### src/temp_bank_consts.svh
// Named addresses, reset values, field positions and codes of the register bank
`ifndef TEMP_BANK_CONSTS_SVH
`define TEMP_BANK_CONSTS_SVH

// Register addresses as seen through the pointer
`define ADDR_TEMP_HIGH 8'h00
`define ADDR_TEMP_LOW 8'h01
`define ADDR_STATUS 8'h02
`define ADDR_CONFIG 8'h03
`define ADDR_HIGH_UPPER 8'h04
`define ADDR_HIGH_LOWER 8'h05
`define ADDR_LOW_UPPER 8'h06
`define ADDR_LOW_LOWER 8'h07
`define ADDR_CRIT_UPPER 8'h08
`define ADDR_CRIT_LOWER 8'h09
`define ADDR_HYST 8'h0A
`define ADDR_IDENT 8'h0B
`define ADDR_SOFT_RESET 8'h2F

// Power-on values
`define RST_POINTER 8'h00
`define RST_TEMP_HIGH 8'h00
`define RST_TEMP_LOW 8'h00
`define RST_CONFIG 8'h00
`define RST_HIGH_UPPER 8'h20
`define RST_HIGH_LOWER 8'h00
`define RST_LOW_UPPER 8'h05
`define RST_LOW_LOWER 8'h00
`define RST_CRIT_UPPER 8'h49
`define RST_CRIT_LOWER 8'h80
`define RST_HYST 8'h05
`define RST_CONV_DONE_N 1'h1
`define RST_FLAG 1'h0
`define READ_ZERO 8'h00

// Configuration fields
`define CFG_RES_BIT 7
`define CFG_MODE_HI 6
`define CFG_MODE_LO 5
`define MODE_CONTINUOUS 2'h0
`define MODE_ONE_SHOT 2'h1
`define MODE_ONE_SPS 2'h2

// Status and result fields
`define STATUS_UNUSED 4'h0
`define RES_FLAG_HI 2
`define RES_TEMP_LO 3

// Limit channel indices and hysteresis scaling (one degree is 128 result LSBs)
`define IDX_LOW 0
`define IDX_HIGH 1
`define IDX_CRIT 2
`define HYST_PAD_HI 3'h0
`define HYST_PAD_LO 7'h00

`endif

### src/temp_bank_pkg.sv
// Types shared by the register bank modules
package temp_bank_pkg;

    // Whole state of the register bank
    typedef struct packed {
        logic [7:0] pointer;
        logic [7:0] temp_high;
        logic [7:0] temp_low;
        logic conv_done_n;
        logic crit_flag;
        logic high_flag;
        logic low_flag;
        logic [7:0] config_reg;
        logic [7:0] high_upper;
        logic [7:0] high_lower;
        logic [7:0] low_upper;
        logic [7:0] low_lower;
        logic [7:0] crit_upper;
        logic [7:0] crit_lower;
        logic [7:0] hyst;
        logic [7:0] rd_data;
        logic rd_valid;
        logic soft_reset;
    } bank_state_t;

endpackage

### src/limit_if.sv
// Carrier between the bank and its limit evaluator
`timescale 1ns/10ps
interface limit_if;
    logic [15:0] temp;
    logic [2:0][15:0] limit;
    logic [7:0] hyst;
    logic [2:0] trip;
    logic [2:0] clear;

    modport bank (output temp, output limit, output hyst, input trip, input clear);
    modport eval (input temp, input limit, input hyst, output trip, output clear);
endinterface

### src/temp_sensor_register_bank.sv
// Register bank of a temperature sensor, reached through an address pointer
//
// What this block does
// - All registers are eight bits wide
// - Result, status, ID read-only; reset write-only
// - Pointer loads zero at power-up
// - Pointer is eight bits of register address
// - Decode 0x00 to 0x0B and 0x2F
// - Result is two's complement, top bit sign
// - Reading high byte steps pointer to low byte
// - High byte holds sign and magnitude bits
// - Resolution bit picks extended bits or flags
// - Thirteen-bit: bit 0 set below low limit
// - Thirteen-bit: bit 1 set above high limit
// - Thirteen-bit: bit 2 set above critical limit
// - Limit flags clear on read or return
// - Result read returns done flag inactive
// - Mode write in one-shot/1 SPS does too
// - New result drives done flag low, idle high
// - Status flags at bits 4-6, 3-0 zero
// - Mode bits: continuous, one-shot, once per second
`timescale 1ns/10ps
`include "temp_bank_consts.svh"
module temp_sensor_register_bank
    import temp_bank_pkg::*;
#(
    parameter logic [7:0] IDENT_VALUE = 8'h5A // Arbitrary identification value
) (
    input wire logic i_clock,
    input wire logic i_sys_rst,
    input wire logic i_wr_valid,
    input wire logic i_wr_first,
    input wire logic [7:0] i_wr_data,
    input wire logic i_rd_req,
    input wire logic i_result_valid,
    input wire logic [15:0] i_result,
    output logic [7:0] o_rd_data,
    output logic o_rd_valid,
    output logic [7:0] o_config,
    output logic [15:0] o_high_limit,
    output logic [15:0] o_low_limit,
    output logic [15:0] o_critical_limit,
    output logic [7:0] o_hysteresis,
    output logic [7:0] o_status,
    output logic o_soft_reset
);

    // Power-on contents of every register
    localparam bank_state_t RESET_STATE = '{
        pointer: `RST_POINTER,
        temp_high: `RST_TEMP_HIGH,
        temp_low: `RST_TEMP_LOW,
        conv_done_n: `RST_CONV_DONE_N,
        crit_flag: `RST_FLAG,
        high_flag: `RST_FLAG,
        low_flag: `RST_FLAG,
        config_reg: `RST_CONFIG,
        high_upper: `RST_HIGH_UPPER,
        high_lower: `RST_HIGH_LOWER,
        low_upper: `RST_LOW_UPPER,
        low_lower: `RST_LOW_LOWER,
        crit_upper: `RST_CRIT_UPPER,
        crit_lower: `RST_CRIT_LOWER,
        hyst: `RST_HYST,
        rd_data: `READ_ZERO,
        rd_valid: 1'b0,
        soft_reset: 1'b0
    };

    bank_state_t state_r;
    bank_state_t state_nxt;

    limit_if lim ();

    logic hi_res;
    logic [15:0] result_cmp;
    logic [1:0] new_mode;
    logic host_write;
    logic host_read;
    logic pointer_write;
    logic data_write;
    logic status_read;
    logic result_read;
    logic mode_write_clear;
    logic [7:0] status_view;
    logic [7:0] read_mux;
    logic [2:0] flag_trip;
    logic [2:0] flag_clear;
    logic [2:0] flag_now;
    logic [2:0] flag_next;
    logic [7:0] stored_low;
    logic cfg_write;
    logic high_upper_write;
    logic high_lower_write;
    logic low_upper_write;
    logic low_lower_write;
    logic crit_upper_write;
    logic crit_lower_write;
    logic hyst_write;
    logic soft_write;

    // Result as it will be stored; flag slots zeroed for comparison
    assign hi_res = state_r.config_reg[`CFG_RES_BIT];
    always_comb begin
        result_cmp = i_result;
        if (!hi_res) begin
            result_cmp[`RES_FLAG_HI:0] = '0;
        end
    end

    // Feed the limit evaluator with the stored setpoints
    assign lim.temp = result_cmp;
    assign lim.limit[`IDX_LOW] = {state_r.low_upper, state_r.low_lower};
    assign lim.limit[`IDX_HIGH] = {state_r.high_upper, state_r.high_lower};
    assign lim.limit[`IDX_CRIT] = {state_r.crit_upper, state_r.crit_lower};
    assign lim.hyst = state_r.hyst;

    limit_eval u_limit_eval (
        .lim(lim.eval)
    );

    assign flag_trip = lim.trip;
    assign flag_clear = lim.clear;

    // Low result byte: extended bits, or flag slots in 13-bit mode
    always_comb begin
        stored_low = i_result[7:0];
        if (!hi_res) begin
            stored_low[`RES_FLAG_HI:0] = {flag_trip[`IDX_CRIT], flag_trip[`IDX_HIGH],
                flag_trip[`IDX_LOW]};
        end
    end

    // Host access qualifiers; a write in the same cycle as a read wins
    assign host_write = i_wr_valid;
    assign host_read = i_rd_req && !i_wr_valid;
    assign pointer_write = host_write && i_wr_first;
    assign data_write = host_write && !i_wr_first;
    assign status_read = host_read && (state_r.pointer == `ADDR_STATUS);
    assign result_read = host_read &&
        ((state_r.pointer == `ADDR_TEMP_HIGH) || (state_r.pointer == `ADDR_TEMP_LOW));

    // One write strobe per writable location; read-only ones get none
    assign cfg_write = data_write && (state_r.pointer == `ADDR_CONFIG);
    assign high_upper_write = data_write && (state_r.pointer == `ADDR_HIGH_UPPER);
    assign high_lower_write = data_write && (state_r.pointer == `ADDR_HIGH_LOWER);
    assign low_upper_write = data_write && (state_r.pointer == `ADDR_LOW_UPPER);
    assign low_lower_write = data_write && (state_r.pointer == `ADDR_LOW_LOWER);
    assign crit_upper_write = data_write && (state_r.pointer == `ADDR_CRIT_UPPER);
    assign crit_lower_write = data_write && (state_r.pointer == `ADDR_CRIT_LOWER);
    assign hyst_write = data_write && (state_r.pointer == `ADDR_HYST);
    assign soft_write = data_write && (state_r.pointer == `ADDR_SOFT_RESET);

    // Sticky limit flags, one per channel; a tripping result beats any clear
    assign flag_now = {state_r.crit_flag, state_r.high_flag, state_r.low_flag};
    for (genvar i = 0; i < 3; i++) begin : g_flag
        assign flag_next[i] = (i_result_valid && flag_trip[i]) ? 1'b1 :
            (i_result_valid && flag_clear[i]) ? 1'b0 :
            (soft_write || status_read) ? `RST_FLAG : flag_now[i];
    end

    // Mode field of a configuration write
    assign new_mode = i_wr_data[`CFG_MODE_HI:`CFG_MODE_LO];
    assign mode_write_clear = data_write && (state_r.pointer == `ADDR_CONFIG) &&
        ((new_mode == `MODE_ONE_SHOT) || (new_mode == `MODE_ONE_SPS));

    // Status byte as the host sees it
    assign status_view = {state_r.conv_done_n, state_r.crit_flag, state_r.high_flag,
        state_r.low_flag, `STATUS_UNUSED};

    // Read data selected by the pointer; unmapped and write-only read zero
    always_comb begin
        unique case (state_r.pointer)
            `ADDR_TEMP_HIGH: read_mux = state_r.temp_high;
            `ADDR_TEMP_LOW: read_mux = state_r.temp_low;
            `ADDR_STATUS: read_mux = status_view;
            `ADDR_CONFIG: read_mux = state_r.config_reg;
            `ADDR_HIGH_UPPER: read_mux = state_r.high_upper;
            `ADDR_HIGH_LOWER: read_mux = state_r.high_lower;
            `ADDR_LOW_UPPER: read_mux = state_r.low_upper;
            `ADDR_LOW_LOWER: read_mux = state_r.low_lower;
            `ADDR_CRIT_UPPER: read_mux = state_r.crit_upper;
            `ADDR_CRIT_LOWER: read_mux = state_r.crit_lower;
            `ADDR_HYST: read_mux = state_r.hyst;
            `ADDR_IDENT: read_mux = IDENT_VALUE;
            `ADDR_SOFT_RESET: read_mux = `READ_ZERO;
            default: read_mux = `READ_ZERO;
        endcase
    end

    // Next state: host accesses first, hardware events last so they win
    always_comb begin
        state_nxt = state_r;
        state_nxt.rd_valid = 1'b0;
        state_nxt.soft_reset = 1'b0;

        // Pointer load, full eight bits of address
        if (pointer_write) begin
            state_nxt.pointer = i_wr_data;
        end

        // Data writes to writable locations only
        if (cfg_write) begin
            state_nxt.config_reg = i_wr_data;
        end
        if (high_upper_write) begin
            state_nxt.high_upper = i_wr_data;
        end
        if (high_lower_write) begin
            state_nxt.high_lower = i_wr_data;
        end
        if (low_upper_write) begin
            state_nxt.low_upper = i_wr_data;
        end
        if (low_lower_write) begin
            state_nxt.low_lower = i_wr_data;
        end
        if (crit_upper_write) begin
            state_nxt.crit_upper = i_wr_data;
        end
        if (crit_lower_write) begin
            state_nxt.crit_lower = i_wr_data;
        end
        if (hyst_write) begin
            state_nxt.hyst = i_wr_data;
        end

        // Software reset: whole bank back to power-on values, one-cycle pulse out
        if (soft_write) begin
            state_nxt = RESET_STATE;
            state_nxt.soft_reset = 1'b1;
        end

        // Done flag back to idle after a one-shot or 1 SPS mode write
        if (mode_write_clear) begin
            state_nxt.conv_done_n = 1'b1;
        end

        // Host read returns one byte the next cycle
        if (host_read) begin
            state_nxt.rd_valid = 1'b1;
            state_nxt.rd_data = read_mux;
            if (state_r.pointer == `ADDR_TEMP_HIGH) begin
                state_nxt.pointer = `ADDR_TEMP_LOW;
            end
        end

        // Reading the result returns the done flag to idle
        if (result_read) begin
            state_nxt.conv_done_n = 1'b1;
        end

        // New conversion result; its effects override host clears
        if (i_result_valid) begin
            state_nxt.temp_high = i_result[15:8];
            state_nxt.temp_low = stored_low;
            state_nxt.conv_done_n = 1'b0;
        end

        // Limit flags from the per-channel logic, after any soft reset
        state_nxt.low_flag = flag_next[`IDX_LOW];
        state_nxt.high_flag = flag_next[`IDX_HIGH];
        state_nxt.crit_flag = flag_next[`IDX_CRIT];
    end

    // State register; pointer and all others load their power-on values
    always_ff @(posedge i_clock or posedge i_sys_rst) begin
        if (i_sys_rst) begin
            state_r <= RESET_STATE;
        end else begin
            state_r <= state_nxt;
        end
    end

    // Outputs taken straight from the state register
    assign o_rd_data = state_r.rd_data;
    assign o_rd_valid = state_r.rd_valid;
    assign o_config = state_r.config_reg;
    assign o_high_limit = {state_r.high_upper, state_r.high_lower};
    assign o_low_limit = {state_r.low_upper, state_r.low_lower};
    assign o_critical_limit = {state_r.crit_upper, state_r.crit_lower};
    assign o_hysteresis = state_r.hyst;
    assign o_status = {state_r.conv_done_n, state_r.crit_flag, state_r.high_flag,
        state_r.low_flag, `STATUS_UNUSED};
    assign o_soft_reset = state_r.soft_reset;

endmodule

### src/limit_eval.sv
// Compares a result against the three limits, with hysteresis for release
`timescale 1ns/10ps
`include "temp_bank_consts.svh"
module limit_eval (
    limit_if.eval lim
);
    logic signed [17:0] temp_ext;
    logic signed [17:0] hyst_ext;

    // Hysteresis in degrees scaled to result LSBs
    assign temp_ext = {{2{lim.temp[15]}}, lim.temp};
    assign hyst_ext = {`HYST_PAD_HI, lim.hyst, `HYST_PAD_LO};

    // One comparator pair per limit
    for (genvar i = 0; i < 3; i++) begin : g_limit
        logic signed [17:0] lim_ext;
        assign lim_ext = {{2{lim.limit[i][15]}}, lim.limit[i]};
        if (i == `IDX_LOW) begin : g_under
            assign lim.trip[i] = temp_ext < lim_ext;
            assign lim.clear[i] = temp_ext >= (lim_ext + hyst_ext);
        end else begin : g_over
            assign lim.trip[i] = temp_ext > lim_ext;
            assign lim.clear[i] = temp_ext < (lim_ext - hyst_ext);
        end
    end
endmodule

### config.mk
export PLATFORM = sky130hd
export DESIGN_NAME = temp_sensor_register_bank
export DESIGN_NICKNAME = d
export VERILOG_FILES = /design/src/temp_bank_pkg.sv /design/src/limit_if.sv /design/src/temp_sensor_register_bank.sv /design/src/limit_eval.sv
export VERILOG_INCLUDE_DIRS = /design/src
export SDC_FILE = /design/constraint.sdc
export NUM_CORES = 1
export LEC_CHECK = 0
export ABC_AREA = 1
export BUFFER_PORTS_ARGS = -buffer_cell sky130_fd_sc_hd__buf_2
export CAP_MARGIN = 25
export CORE_MARGIN = 2
export CORE_UTILIZATION = 40
export CTS_BUF_LIST = sky130_fd_sc_hd__clkbuf_8
export CTS_CLUSTER_SIZE = 40
export DETAILED_ROUTE_END_ITERATION = 12
export HOLD_SLACK_MARGIN = 0.08
export PLACE_DENSITY = 0.6
export SYNTH_ARGS = -nofsm -noshare
export SYNTH_HDL_FRONTEND = slang
export SYNTH_SLANG_ARGS = --single-unit
### constraint.sdc
create_clock -name i_clock -period 10.15 [get_ports i_clock]
set_clock_uncertainty 0.15 [all_clocks]
set_input_delay 2.03 -clock i_clock [delete_from_list [all_inputs] [get_ports i_clock]]
set_output_delay 2.03 -clock i_clock [all_outputs]
set_load 0.1 [all_outputs]
* Word level (Yosys, flattened, before mapping)
Index checks and enable logic that the tools add are counted.
** Cells by class
- Reduce and logical (&&, ||, !) cells :: 41
- Eq/ne operators :: 14
- $add $sub $neg :: 3
- Shifts and indexed selects :: 0
- Bitwise operators :: 0
- Order comparisons :: 6
- $mul :: 0
- Multiplexer cells :: 26
- Div/mod/pow operators :: 0
** Operator list (number)
- $mux W102 :: 1
- $pmux W8 S12 :: 1
- $mux W8 :: 11
- $lt A16 B17 Y1 :: 2
- $sub A16 B16 Y17 :: 2
- $eq A8 B3 Y1 const B :: 4
- $eq A8 B4 Y1 const B :: 4
- $gt A16 B16 Y1 :: 2
- $logic_and A1 B1 Y1 :: 21
- $reduce_bool A2 Y1 :: 10
- $add A16 B16 Y17 :: 1
- $ge A16 B17 Y1 :: 1
- $mux W17 :: 1
- $eq A8 B2 Y1 const B :: 2
- $lt A16 B16 Y1 :: 1
- $mux W1 :: 9
- $mux W9 :: 1
- $reduce_bool A3 Y1 :: 3
- $eq A8 B1 Y1 const B :: 1
- $eq A8 B6 Y1 const B :: 1
- $logic_not A8 Y1 :: 1
- $mux W3 :: 2
- $reduce_bool A4 Y1 :: 1
- $logic_or A1 B1 Y1 :: 3
- 3 further kinds :: 4
** Storage, ports and cells
- Output and inout bits :: 82
- Memories :: 0
- Latch bits :: 0
- Input port bits :: 30
- Flip-flop bits (word level) :: 102
- RAM bits :: 0
- ROM bits :: 0

* Depth between registers and ports, before layout
- Word-level depth :: 8
- Gate-level depth with buffers :: 22
- Gate-level depth less buffers :: 22

* By module
From an unflattened synthesis, not the netlist that was laid out.
** Unflattened totals
- Cell total of the unflattened synthesis :: 1198
- Area, all modules :: 8724.6 um^2
** By module, submodules not included
- temp_sensor_register_bank :: cells each 689, seq. area each 2565.0 um^2, area each 5497.8 um^2, times used 1
- limit_eval :: cells each 509, seq. area each 0.0 um^2, area each 3226.8 um^2, times used 1

* Least setup slack after synthesis
OpenSTA, ideal clock, no wires.
- Kind :: input port to flip-flop
- From :: input port i_result[2]
- To :: register state_r (netlist bit o_status[4])
- Setup slack :: 6.819 ns
- Stages :: 15
- Path buffers :: 0
- Arrival time :: 3.064 ns
- Cell sequence :: nand2_1 > inv_1 > ha_1 > nand2_1 > nand2_1 > nand2_1 > nand2_1 > nand2_1 > nand2_1 > nand2_1 > nand3_1 > nand2_1 > nand3_1 > nand2_1 > nand2_1
** On the way
- Longest elaborated chain between the ends :: 5
** RTL lines
- from (decl) :: RTL line temp_sensor_register_bank.sv:36 : input wire logic [15:0] i_result,
- $mux W3 (*) :: RTL line temp_sensor_register_bank.sv:106 : if (!hi_res) begin
- $ge A16 B17 Y1 :: RTL line limit_eval.sv:20 : assign lim.clear[i] = temp_ext >= (lim_ext + hyst_ext);
- $logic_and A1 B1 Y1 :: RTL line temp_sensor_register_bank.sv:158 : (i_result_valid && flag_clear[i]) ? 1'b0 :
- $mux W1 :: RTL line temp_sensor_register_bank.sv:158
- $mux W1 :: RTL line temp_sensor_register_bank.sv:157 : assign flag_next[i] = (i_result_valid && flag_trip[i]) ? 1'b1 :
- to (signal assigned) :: RTL line temp_sensor_register_bank.sv:271 : state_r <= state_nxt;
- to (decl) :: RTL line temp_sensor_register_bank.sv:70 : bank_state_t state_r;
Every way passes the cells marked *; elsewhere a longest branch is shown, timed or not.
A chain may end at the register's enable or synchronous reset.

* Worst setup path in the final report
- From :: input port i_wr_first
- To :: register state_r (netlist bit o_high_limit[11])
** On the way
- Longest elaborated chain between the ends :: 4
** RTL lines
- from (decl) :: RTL line temp_sensor_register_bank.sv:32 : input wire logic i_wr_first,
- $logic_not A1 Y1 (*) :: RTL line temp_sensor_register_bank.sv:138 : assign data_write = host_write && !i_wr_first;
- $logic_and A1 B1 Y1 (*) :: RTL line temp_sensor_register_bank.sv:138
- $logic_and A1 B1 Y1 (on tied branches) :: RTL line temp_sensor_register_bank.sv:152, temp_sensor_register_bank.sv:145
- $mux W102 or $reduce_bool A2 Y1 (tied branches)
Every way passes the cells marked *; elsewhere a longest branch is shown, timed or not. The select of a mux whose other input is x is not followed.

==> results.md <==
Status:
- The run finished with clean final reports.

Worst setup path:
- Walking the worst path, the cells encountered are buf_2 -> nor2_8 -> inv_2 -> nor2_2 -> nand4_2 -> nand2_1 -> o21ai_0.
- The data arrival time at the worst-slack endpoint is 3860 ps.
- The slack of the worst reg-to-reg path is 6660 ps.
- The worst setup path is of the primary input to register kind.
- The start point of the critical path is i_wr_first.
- The worst register-to-register path ends at o_status[4].
- In this run the worst setup path terminates at o_high_limit[11].
- The logic depth of the worst register-to-register path is 17.
- Counting buffers and inverters, the worst setup path is 7 cells deep.
- The startpoint class of the critical path is a primary input.
- In this run the critical register-to-register path is launched from o_hysteresis[0].
- The worst endpoint required time is 10260 ps.
- The kind of end point of the critical path is a register.
- The slowest stage of the critical path is the sky130_fd_sc_hd__nand2_1 cell.
- The worst-path maximum fanout is 22.
- The critical path contains buffers and inverters numbering 2 combined.
- The cell type group with the largest total delay on the critical path is simple AND/OR/NAND/NOR gates.
- The delay of the slowest cell on the worst path is 610 ps.

Cells and area:
- The count of nets after finishing is 1341.
- The share of final-layout standard cells stronger than drive strength 1 is 13.5%.
- The layout overhead on the synthesized area is 4.70%.
- 0 antenna diodes ended up in the layout.
- The final cell count without fillers is 1486.
- The post-layout instance area is 9050 sq um.

Clocking:
- The TritonCTS sink count is 102.
- At the later pin of the worst-skew pair, clock insertion delay measures 390 ps.
- The number of gates resized after CTS was 0.
- Counting the buffers created by CTS gives 9.
- The CTS tree is done.
- Hold repair after CTS inserted 0 buffers.
- The root buffer cell is sky130_fd_sc_hd__clkbuf_8.
- The H-tree was split into 3 levels.
- Clock-pin slew was measured on the worst setup and hold paths at 110 ps.
- The post-CTS setup buffer count is 0.
- The maximum root-to-sink buffer count is 2.

Logic synthesis:
- The flip-flop and latch count after synthesis is 102.
- The synthesized netlist contains 43 unique library cells.
- The most common cell in the synthesized netlist is sky130_fd_sc_hd__nand2_1.
- The share of flip-flops with an asynchronous set or reset after synthesis is 100%.
- After synthesis, the mean cell area works out to 7.35 sq um.
- The synthesized design contains 0 enable-type register cells.
- The share of synthesized area occupied by flip-flops and latches is 29.7%.
- The cell taking the most area after synthesis is sky130_fd_sc_hd__dfrtp_1.
- Ranked by total cell area, the synthesized netlist is headed by sky130_fd_sc_hd__dfrtp_1, sky130_fd_sc_hd__ha_1, sky130_fd_sc_hd__nand2_1.
- After technology mapping, the gate count stands at 1176.
- The most used flip-flop cell after synthesis is sky130_fd_sc_hd__dfrtp_1.
- For this run, the number of Yosys warnings is 0.
- The mapped cell area is 8650 sq um.
- The commonest cells after synthesis are sky130_fd_sc_hd__nand2_1, sky130_fd_sc_hd__inv_1, sky130_fd_sc_hd__ha_1, sky130_fd_sc_hd__nor2_1, sky130_fd_sc_hd__dfrtp_1.
- The share of synthesized area in the top cell type comes to 26.6%.

Min path:
- The path category of the worst min-delay check is register to register.

Floorplanning:
- The row count is 53.
- During I/O placement, the number of pins put on the boundary was 112.
- The core region is 21100 sq um.
- The area enclosed by the die boundary is 22800 sq um.
- In this run the vertical extent of the chip is 151 um.
- The initial standard-cell utilization of the core is 41.0%.
- The overall die width is 151 um.

Placement:
- The congestion estimate from routability-driven global placement came to 0.938.
- In this run, placement finished with an instance count of 1470.
- The total of buffers placed on input and output ports is 107.
- The placed instances occupy a cell area of 8870 sq um.
- The placed wire-length estimate is 23000 um.

Detailed routing:
- The detail route stage leaves a number of antenna-violating nets equal to 0.
- Routed signal wires occupy layers up through met4.
- Wire segments on met2 add up to 12900 um in the final route.
- The via-per-instance ratio is 5.38.
- After detailed routing, the number of remaining DRC violations is 0.
- For this block, the initial DRC count from the detailed router was 887.
- The first detailed-routing pass ran for 6 iterations.
- The detailed router put a total of 13000 um of wire on met1.
- Detailed routing placed a total of 2720 um of wire on met3.
- The average routed wire per standard cell is 19.8 um.
- The routed design has 29500 um of wire.
- The total via count after detailed routing is 8000.

Power and ir drop:
- Dividing total power by cell area gives a power density of 226 nW/um^2.
- The worst-case IR drop observed on VDD is 0.150 mV.
- The leakage power total is 4.90 nW.

STA:
- The post-route worst hold slack is 337 ps.
- The number of pins exceeding their max-slew limit in the final report is 0.
- The number of setup violations in the final report is 0.
- The routed design could run at a clock period as short as 3750 ps.
- Based on the critical path, the design can be clocked at up to 266 MHz.
- For the pin with the worst max-slew slack, the measured transition is 884 ps.
- The part of the cycle the worst path needs is 37.0%.
- The sum of negative setup slack is 0 ps.
- In this run the tightest slew margin relative to its limit is 41.1%.
- Setup repair after global routing left no endpoint under its margin.
- The final hold violation count is 0.

Global route:
- The global route total overflow is 0.
- The initial antenna violation count is 0.
- The number of global-route vias before repair is 7259.
- Global routing used 26.1% of the available tracks across all layers.
- The global-route wire length before repair is 43300 um.
- Entering global routing, the biggest net connects 68 pins.

Job:
- The number of max-cap violations is 0.
## tightest hold or removal path, stage by stage (launching register included)
cell and delay (ps):
sky130_fd_sc_hd__dfrtp_1 350, sky130_fd_sc_hd__nand2_1 50, sky130_fd_sc_hd__nand2_1 50
## power breakdown
part	total (mW)	internal [mW]	leakage (nW)	switching, mW
logic	1.22	0.307	3.60	0.914
registers	0.570	0.481	1.19	0.0892
clock network	0.254	0.103	0.101	0.151
## sequential cells by signal, indices dropped and copies added, names as in the netlist
register          count
o_high_limit         16
state_r              24
o_low_limit          16
o_critical_limit     16
o_hysteresis          8
o_rd_data             8
o_soft_reset          1
o_rd_valid            1
o_config              8
o_status              4
## worst min-delay path by stage
stage	from	end	slack (ps)	depth (start not counted)
after CTS	o_rd_data[6]	o_rd_data[6]	340	2
after global placement	o_rd_data[6]	o_rd_data[6]	320	2
after detailed placement	o_rd_data[6]	o_rd_data[6]	310	2
after floorplan	o_rd_data[0]	o_rd_data[0]	300	2
after global routing	o_rd_data[5]	o_rd_data[5]	370	2
final	o_rd_data[6]	o_rd_data[6]	340	2
## cells in the final DEF (no fill, tap or decap), drive strengths merged, types with 4 or more instances in the layout
cell type  synthesis  routed
a21o               4       4
a21oi             60      60
a22o               8       8
buf               89     108
clkbuf             3      11
clkinv             0       4
conb               1       4
dfrtp             92      92
dfstp             10      10
ha               102     102
inv              162     163
mux2               6       6
nand2            283     283
nand3             57      57
nand4             12      12
nor2             107     107
nor3              12      12
nor4               4       4
o21ai             90      90
o22ai             32      32
xnor2              6       6
xor2              16      16
## cells by family after synthesis
family / synth area share, %
simple gates: 23.5
buf+inv: 14.9
compound gates: 13.4
fa+ha+maj: 15.5
flops: 29.7
xor+xnor: 2.23
mux: 0.781
other cells: 0.0434
## layout make-up
cell class                      count  area [sq um]
Fill cell                        2244         12000
Inverter                          162           611
Multi-Input combinational cell    823          4800
Timing Repair Buffer              108           543
Tap cell                          275           344
Clock buffer                       11           151
Sequential cell                   102          2560
Clock inverter                      5          35.0
## metal layers
metal,vias up,GRT usage (%)
met1,3703,36.3
met5,-,0
met2,415,40.4
met3,55,5.72
met4,0,8.04
li1,3827,-
## metrics by stage
step                power [mW]  util [%]  setup WS, ps
finish                    2.05      42.9          6400
global route              2.19      42.9          6200
CTS                       2.04      42.9          6440
detailed placement        1.79      42.0          6030
global placement          1.78      42.0          6060
floorplan                 1.60         -          5310
Power figures use the tool's default switching activity.
